[src/common/thermal_clock_throttle_pkg.sv]
/*
 * Constants for the core clock throttle: control register layout, reset value,
 * modulation timing, force pulse and hysteresis times.
 * Assumes a single 25 MHz core clock; every count is derived from it here.
 */
package thermal_clock_throttle_pkg;

    // ---------------------------------------------------------------
    // Clock and timing
    // ---------------------------------------------------------------
    localparam int CLK_PERIOD_NS = 40;
    localparam int MAX_OFF_TIME_NS = 3000;
    // Longest time rounds down
    localparam int MAX_OFF_CYC = MAX_OFF_TIME_NS / CLK_PERIOD_NS;
    localparam int MOD_SLOTS = 8;
    // Slot so that even seven off slots stay under the off limit
    localparam int SLOT_CYC = MAX_OFF_CYC / MOD_SLOTS;
    localparam int FORCE_MIN_TIME_US = 500;
    localparam int FORCE_MIN_CYC = FORCE_MIN_TIME_US * 1000 / CLK_PERIOD_NS;
    localparam int HYST_TIME_US = 1000;
    localparam int HYST_CYC_DEFAULT = HYST_TIME_US * 1000 / CLK_PERIOD_NS;

    // ---------------------------------------------------------------
    // Clock modulation control register
    // ---------------------------------------------------------------
    localparam int CMC_WIDTH = 64;
    localparam int CMC_ENABLE_BIT = 4;
    localparam int CMC_DUTY_LSB = 1;
    localparam int CMC_DUTY_W = 3;
    localparam logic [CMC_WIDTH-1:0] CMC_RESET = 64'h0000_0000_0000_0000;
    localparam logic [CMC_DUTY_W-1:0] DUTY_RESERVED = 3'h0;

    // Factory on-slots out of eight: 3/8 on, fixed at manufacture
    localparam logic [CMC_DUTY_W-1:0] FACTORY_ON_SLOTS = 3'h3;

    typedef enum logic [1:0] {
        TT_IDLE,
        TT_ENGAGED,
        TT_HYSTERESIS
    } throttle_state_t;

endpackage : thermal_clock_throttle_pkg

[src/rtl/thermal_clock_throttle.sv]
/*
 * Core clock throttle: thermal throttle circuit with hysteresis, on-demand
 * modulation through the clock modulation control register, interrupt latching
 * while clocks are gated.
 * Assumes the trip sensor and force input are asynchronous, and the register
 * port and interrupt request come from logic on the core clock.
 */
`timescale 1ns/100ps

module thermal_clock_throttle #(
    parameter int HYST_CYC = thermal_clock_throttle_pkg::HYST_CYC_DEFAULT
) (
    input wire logic i_sys_clk,
    input wire logic i_rst,
    input wire logic i_thermal_feature_en,
    input wire logic i_die_at_trip,
    input wire logic i_force_throttle_in_n,
    input wire logic i_cmc_wr,
    input wire logic [thermal_clock_throttle_pkg::CMC_WIDTH-1:0] i_cmc_wdata,
    input wire logic i_irq_req,
    input wire logic i_irq_ack,
    output logic [thermal_clock_throttle_pkg::CMC_WIDTH-1:0] o_cmc_rdata,
    output logic o_core_clk_en,
    output logic o_die_hot_indicator_n,
    output logic o_throttle_active,
    output logic o_snoop_en,
    output logic o_irq_pending,
    output logic o_irq_service
);
    import thermal_clock_throttle_pkg::*;

    // ---------------------------------------------------------------
    // Input synchronisers
    // ---------------------------------------------------------------
    logic trip_s1;
    logic trip_s2;
    logic force_n_s1;
    logic force_n_s2;

    always_ff @(posedge i_sys_clk) begin
        if (i_rst) begin
            trip_s1 <= 1'b0;
            trip_s2 <= 1'b0;
            force_n_s1 <= 1'b1;
            force_n_s2 <= 1'b1;
        end else begin
            trip_s1 <= i_die_at_trip;
            trip_s2 <= trip_s1;
            force_n_s1 <= i_force_throttle_in_n;
            force_n_s2 <= force_n_s1;
        end
    end

    // Trip point lives in the sensor; nothing here can move or read it
    wire hot = trip_s2;
    // Hardware-only request, no software in the loop
    wire engage_req = i_thermal_feature_en && (hot || !force_n_s2);

    // ---------------------------------------------------------------
    // Clock modulation control register
    // ---------------------------------------------------------------
    logic od_en;
    logic [CMC_DUTY_W-1:0] od_duty;

    always_ff @(posedge i_sys_clk) begin
        if (i_rst) begin
            od_en <= CMC_RESET[CMC_ENABLE_BIT];
            od_duty <= CMC_RESET[CMC_DUTY_LSB +: CMC_DUTY_W];
        end else if (i_cmc_wr) begin
            od_en <= i_cmc_wdata[CMC_ENABLE_BIT];
            od_duty <= i_cmc_wdata[CMC_DUTY_LSB +: CMC_DUTY_W];
        end
    end

    // Reserved bits read as zero
    wire [CMC_WIDTH-1:0] cmc_view = {{(CMC_WIDTH-CMC_ENABLE_BIT-1){1'b0}}, od_en, od_duty, 1'b0};

    // ---------------------------------------------------------------
    // Throttle state with hysteresis
    // ---------------------------------------------------------------
    throttle_state_t state;
    throttle_state_t next_state;
    logic [$clog2(HYST_CYC+1)-1:0] hyst_cnt;
    wire hyst_done = (hyst_cnt >= ($bits(hyst_cnt))'(HYST_CYC - 1));

    always_comb begin
        next_state = state;
        case (state)
            TT_IDLE: begin
                if (engage_req) next_state = TT_ENGAGED;
            end
            TT_ENGAGED: begin
                if (!engage_req) next_state = TT_HYSTERESIS;
            end
            TT_HYSTERESIS: begin
                if (engage_req) next_state = TT_ENGAGED;
                else if (hyst_done) next_state = TT_IDLE;
            end
            default: next_state = TT_IDLE;
        endcase
    end

    always_ff @(posedge i_sys_clk) begin
        if (i_rst) begin
            state <= TT_IDLE;
            hyst_cnt <= '0;
        end else begin
            state <= next_state;
            hyst_cnt <= (state == TT_HYSTERESIS && !engage_req) ? hyst_cnt + 1'b1 : '0;
        end
    end

    wire tcc_active = (state != TT_IDLE);

    // ---------------------------------------------------------------
    // Modulation timing
    // ---------------------------------------------------------------
    // Slot length keeps seven off slots under the off limit, whatever the duty
    logic [$clog2(SLOT_CYC)-1:0] slot_cnt;
    logic [CMC_DUTY_W-1:0] phase;
    wire slot_end = (slot_cnt == ($bits(slot_cnt))'(SLOT_CYC - 1));

    always_ff @(posedge i_sys_clk) begin
        if (i_rst) begin
            slot_cnt <= '0;
            phase <= '0;
        end else begin
            slot_cnt <= slot_end ? '0 : slot_cnt + 1'b1;
            if (slot_end) phase <= phase + 1'b1;
        end
    end

    // Factory duty wins; reserved duty zero leaves clocks running
    wire [CMC_DUTY_W-1:0] on_slots = tcc_active ? FACTORY_ON_SLOTS : od_duty;
    wire od_mod = od_en && (od_duty != DUTY_RESERVED);
    wire mod_active = tcc_active || od_mod;
    // k eighths on per period of eight slots
    wire next_clk_en = !mod_active || (phase < on_slots);

    // ---------------------------------------------------------------
    // Interrupt latch and outputs
    // ---------------------------------------------------------------
    // Set wins over acknowledge so a request in the ack cycle is kept
    wire next_pending = i_irq_req || (o_irq_pending && !i_irq_ack);

    always_ff @(posedge i_sys_clk) begin
        if (i_rst) begin
            o_cmc_rdata <= CMC_RESET;
            o_core_clk_en <= 1'b1;
            o_die_hot_indicator_n <= 1'b1;
            o_throttle_active <= 1'b0;
            o_snoop_en <= 1'b0;
            o_irq_pending <= 1'b0;
            o_irq_service <= 1'b0;
        end else begin
            o_cmc_rdata <= cmc_view;
            o_core_clk_en <= next_clk_en;
            o_die_hot_indicator_n <= !hot;
            o_throttle_active <= tcc_active;
            o_snoop_en <= 1'b1;
            o_irq_pending <= next_pending;
            o_irq_service <= next_pending && next_clk_en;
        end
    end

    // ---------------------------------------------------------------
    // Assertions
    // ---------------------------------------------------------------
    logic [$clog2(MAX_OFF_CYC+2)-1:0] off_run;
    always_ff @(posedge i_sys_clk) begin
        if (i_rst) off_run <= '0;
        else off_run <= o_core_clk_en ? '0 : off_run + 1'b1;
    end

    property p_hot_engage;
        @(posedge i_sys_clk) disable iff (i_rst)
        (i_thermal_feature_en && hot) |=> tcc_active ##1 o_throttle_active;
    endproperty
    a_hot_engage: assert property (p_hot_engage) else $error("Throttle not engaged when hot");

    property p_hot_pin;
        @(posedge i_sys_clk) disable iff (i_rst)
        hot |=> !o_die_hot_indicator_n;
    endproperty
    a_hot_pin: assert property (p_hot_pin) else $error("Hot indicator not driven");

    property p_force;
        @(posedge i_sys_clk) disable iff (i_rst)
        (i_thermal_feature_en && !force_n_s2) |=> tcc_active;
    endproperty
    a_force: assert property (p_force) else $error("Force input did not engage throttle");

    property p_off_limit;
        @(posedge i_sys_clk) disable iff (i_rst)
        off_run <= ($bits(off_run))'(MAX_OFF_CYC);
    endproperty
    a_off_limit: assert property (p_off_limit) else $error("Clock off longer than limit");

    property p_release;
        @(posedge i_sys_clk) disable iff (i_rst)
        $fell(tcc_active) |-> $past(!engage_req) && $past(hyst_done) && $past(state == TT_HYSTERESIS);
    endproperty
    a_release: assert property (p_release) else $error("Released before hysteresis");

    property p_factory_duty;
        @(posedge i_sys_clk) disable iff (i_rst)
        tcc_active |=> (o_core_clk_en == ($past(phase) < FACTORY_ON_SLOTS));
    endproperty
    a_factory_duty: assert property (p_factory_duty) else $error("Factory duty not applied");

    property p_od_start;
        @(posedge i_sys_clk) disable iff (i_rst)
        (i_cmc_wr && i_cmc_wdata[CMC_ENABLE_BIT]) |=> od_en ##1 o_cmc_rdata[CMC_ENABLE_BIT];
    endproperty
    a_od_start: assert property (p_od_start) else $error("On-demand enable not taken");

    property p_duty_field;
        @(posedge i_sys_clk) disable iff (i_rst)
        i_cmc_wr |=> (od_duty == $past(i_cmc_wdata[CMC_DUTY_LSB +: CMC_DUTY_W]));
    endproperty
    a_duty_field: assert property (p_duty_field) else $error("Duty field not stored");

    property p_irq_gate;
        @(posedge i_sys_clk) disable iff (i_rst)
        (i_irq_req || (o_irq_pending && !i_irq_ack)) |=> o_irq_pending && (o_irq_service == o_core_clk_en);
    endproperty
    a_irq_gate: assert property (p_irq_gate) else $error("Interrupt serviced with clocks off");

    c_engage: cover property (@(posedge i_sys_clk) disable iff (i_rst) $rose(tcc_active));
    c_release: cover property (@(posedge i_sys_clk) disable iff (i_rst) $fell(tcc_active));
    c_od_gate: cover property (@(posedge i_sys_clk) disable iff (i_rst) od_mod && !tcc_active && !o_core_clk_en);
    c_irq_wait: cover property (@(posedge i_sys_clk) disable iff (i_rst) o_irq_pending && !o_core_clk_en);

endmodule : thermal_clock_throttle

[config.mk]
export PLATFORM = sky130hd
export DESIGN_NAME = thermal_clock_throttle
export DESIGN_NICKNAME = d
export VERILOG_FILES = /design/src/common/thermal_clock_throttle_pkg.sv /design/src/rtl/thermal_clock_throttle.sv
export SDC_FILE = /design/constraint.sdc
export NUM_CORES = 1
export LEC_CHECK = 0
export BUFFER_PORTS_ARGS = -buffer_cell sky130_fd_sc_hd__buf_2
export CAP_MARGIN = 20
export CORE_ASPECT_RATIO = 1.75
export CORE_MARGIN = 4
export CORE_UTILIZATION = 38
export DETAILED_ROUTE_END_ITERATION = 16
export GPL_TIMING_DRIVEN = 0
export HOLD_SLACK_MARGIN = 0.06
export PLACE_DENSITY = 0.88
export SYNTH_ARGS = -nofsm -noshare
export SYNTH_HDL_FRONTEND = slang
export SYNTH_SLANG_ARGS = --single-unit
export TNS_END_PERCENT = 50
[constraint.sdc]
create_clock -name i_sys_clk -period 1.55 [get_ports i_sys_clk]
set_input_delay 0.0775 -clock i_sys_clk [delete_from_list [all_inputs] [get_ports i_sys_clk]]
set_output_delay 0.0775 -clock i_sys_clk [all_outputs]
set_load 0.05 [all_outputs]
==> results.py <==
metrics = {
    "grt": {
        "grt_pass1_vias": 1638,
        "grt_pass1_wl_um": 6730,
        "antenna_found_initial": 0,
        "grt_usage_pct": 12.0,
        "grt_max_degree": 14,
        "overflow": 0,
    },
    "synthesis": {
        "yosysSeqAreaShare_pct": 39.8,
        "ys_ff_latch": 42,
        "synth-edff-count": 0,
        "yosysTopAreaCell": "dfxtp_1",
        "synth_area_leaders": "dfxtp_1 (40%), buf_4 (21%), xnor2_1 (5.0%)",
        "syn_inst": 237,
        "yosysWarnings": 0,
        "synth_top_area_share_pct": 39.8,
        "ys.flop_type": "dfxtp_1",
        "async_flop_share_pct": 0,
        "synth.distinct_cells": 35,
        "syn_area_sq_mm": 0.00211,
        "postSynthAreaPerCell_sq_um": 8.92,
    },
    "cts": {
        "cts_tree": "built",
        "clk_root_buffer_cell": "clkbuf_8",
        "cts_buffer_depth": 2,
        "h-tree-depth": 2,
        "path_clk_slew_ns": 0.08,
        "cts_sinks": 42,
        "clock_latency_ns": 0.29,
        "cts_inserted_buffers": 5,
    },
    "layout": {
        "seq_area_sq_um": 847,
        "fin_util_pct": 52.2,
        "mostFrequentLayoutCell": "buf_4",
        "filler_cell_count": 501,
        "synthToLayoutAreaGrowth_pct": 32.0,
        "mostFrequentLayoutCells": "buf_4 (62), conb_1 (60), dfxtp_1 (39)",
        "n_antenna_cell": 0,
        "multiInputGateArea_sq_mm": 0.00103,
        "nets": 411,
        "drive_gt1_share_pct": 32.9,
    },
    "routing": {
        "via_count": 1636,
        "dr.pass1.iters": 4,
        "vias_per_cell": 4.01,
        "drc": 0,
        "wl_per_cell_um": 9.73,
        "drt_iter0_markers": 52,
        "wl_um": 3970,
        "ant_nets": 0,
    },
    "worst_hold_path": {
        "hold_depth": 4,
        "worstHoldPathType": "in -> reg",
    },
    "placed_design": {
        "globalplace.congestion": 0.832,
        "io_buffers": 20,
        "dp_hpwl_um": 2910,
        "place_ws_ns": -0.151,
    },
    "run": {
        "maxCapViolCount": 0,
    },
    "setup_path": {
        "cp-startpoint": "state[1]$_SDFFE_PP0P_",
        "critPathRequiredTime_ns": 1.77,
        "crit_path_end_kind": "register",
        "path_cells": "nor2_4, nand2_1, ha_1, or3_4, o22ai_2, a21oi_2, nor3_2",
        "worst_setup_path_start_kind": "register",
        "crit_buf_inv": 0,
        "r2r-end": "o_irq_service$_SDFF_PP0_",
        "worst-path-stages": 7,
        "critical_path_class": "reg -> reg",
        "worstPathArrival_ns": 1.74,
        "worst_r2r_path_depth": 7,
        "cpMaxStageDelayCell": "dfxtp_4",
        "cp_max_fo": 4,
        "critPathTopFamily": "simple AND/OR/NAND/NOR gates",
        "critPathMaxStageDelay_ns": 0.36,
        "endpoint": "o_irq_service$_SDFF_PP0_",
        "worst-r2r-setup-slack_ns": 0.03,
        "crit-reg2reg-launch": "state[1]$_SDFFE_PP0P_",
    },
    "floorplanning": {
        "io_pins": 142,
        "die_h_um": 107,
        "core_sq_mm": 0.00534,
        "start_util_pct": 39.6,
        "placementRows": 35,
        "die_x_um": 64.4,
        "die-area_sq_mm": 0.00687,
    },
    "outcome": {
        "status": "finished clean",
    },
    "sta": {
        "hold_viol": 0,
        "setup_slack_ns": 0.0278,
        "rsz0062_at_grt": "true",
        "layout_min_cycle_time_ns": 1.52,
        "skew_ns": 0.00772,
        "final.setup.tns_ns": 0,
        "slew_violations": 0,
        "fmax_mhz": 657,
        "fin_crit_sh_pct": 98.2,
        "setup_viol": 0,
        "timing.hold.ws_ns": 0.111,
    },
    "power": {
        "ir_drop_mv": 0.416,
        "power_density_mw_per_mm2": 953,
        "finalPower_mw": 2.66,
        "leakagePower_nw": 1.34,
    },
}
==> metrics by stage <==
stage	instances	instance area, sq um
6_report	408	2790
5_1_grt	408	2790
4_1_cts	409	2770
3_5_place_dp	390	2530
3_3_place_gp	390	2530
2_1_floorplan	296	2330
==> report_power, final <==
| part | switching, mW | total, mW | internal [mW] | leakage (nW) |
|---|---|---|---|---|
| Clock | 0.358 | 0.838 | 0.480 | 0.0514 |
| Combinational | 0.474 | 0.676 | 0.202 | 0.946 |
| Sequential | 0.0262 | 1.14 | 1.12 | 0.344 |
==> logic make-up after synthesis <==
kind of cell | share of synthesized area [%]
simple gates | 19.2
xor+xnor | 6.63
buf+inv | 23.9
mux | 2.90
compound gates | 3.91
flops | 39.8
other cells | 0.177
fa+ha+maj | 3.55
==> worst reg2reg max path, delay by kind of cell (launching register included) <==
kind	cells	cell delay [ns]
simple gates	4	0.61
fa+ha+maj	1	0.21
flops	1	0.36
compound gates	2	0.27
==> worst min-delay path by stage <==
| stage | start | to |
|---|---|---|
| after global routing | i_irq_ack | o_irq_pending$_SDFF_PP0_ |
| after detailed placement | i_force_throttle_in_n | force_n_s1$_SDFF_PP1_ |
| after CTS | i_irq_ack | o_irq_pending$_SDFF_PP0_ |
| after floorplan | i_rst | o_cmc_rdata[1]$_SDFF_PP0_ |
| after global placement | i_force_throttle_in_n | force_n_s1$_SDFF_PP1_ |
| final | i_irq_ack | o_irq_pending$_SDFF_PP0_ |
==> timing repair <==
item,in CTS,in global routing
gates resized for setup,7,8
endpoints found under the setup margin,2,7
hold buffers,9,0
endpoints found under the hold margin,11,0
pin swaps,4,1
buffers inserted,2,0
==> per-layer routing <==
layer	part of all wire [%]	vias up	track usage (%)	routed length, um
li1	-	837	-	-
met1	34	707	11.5	1370
met2	54	82	23.4	2150
met3	8.2	10	3.14	327
met4	3.1	0	4.39	122
met5	0	-	0	0
==> final cells by class <==
class | instances | share of cell area (%)
clock buffer | 6 | 2.60
inverter | 8 | 1.08
tap | 74 | 3.32
sequential | 42 | 30.4
timing repair buffer | 31 | 7.36
buffer | 65 | 16.9
clock inverter | 2 | 1.35
multi-input combinational | 180 | 37.0
==> flip-flops by register name, summed over array words and instances, names as in the netlist, 2 cells and up <==
signal	cells
hyst_cnt	15
o_cmc_rdata	4
slot_cnt	4
od_duty	3
phase	3
state	2
==> synthesized netlist by cell type, types with 3 or more instances <==
library cell,instances
nand2b_1,3
mux2i_1,5
buf_4,60
a21oi_1,6
nor4_1,4
nor2_2,3
xnor2_1,12
dfxtp_1,42
nor3_1,7
nand3_1,7
nor2b_1,7
ha_1,6
inv_1,8
nor2_1,25
clkbuf_1,5
xor2_1,4
nand2_1,10
Note: power is estimated with default switching activity, not from simulation.
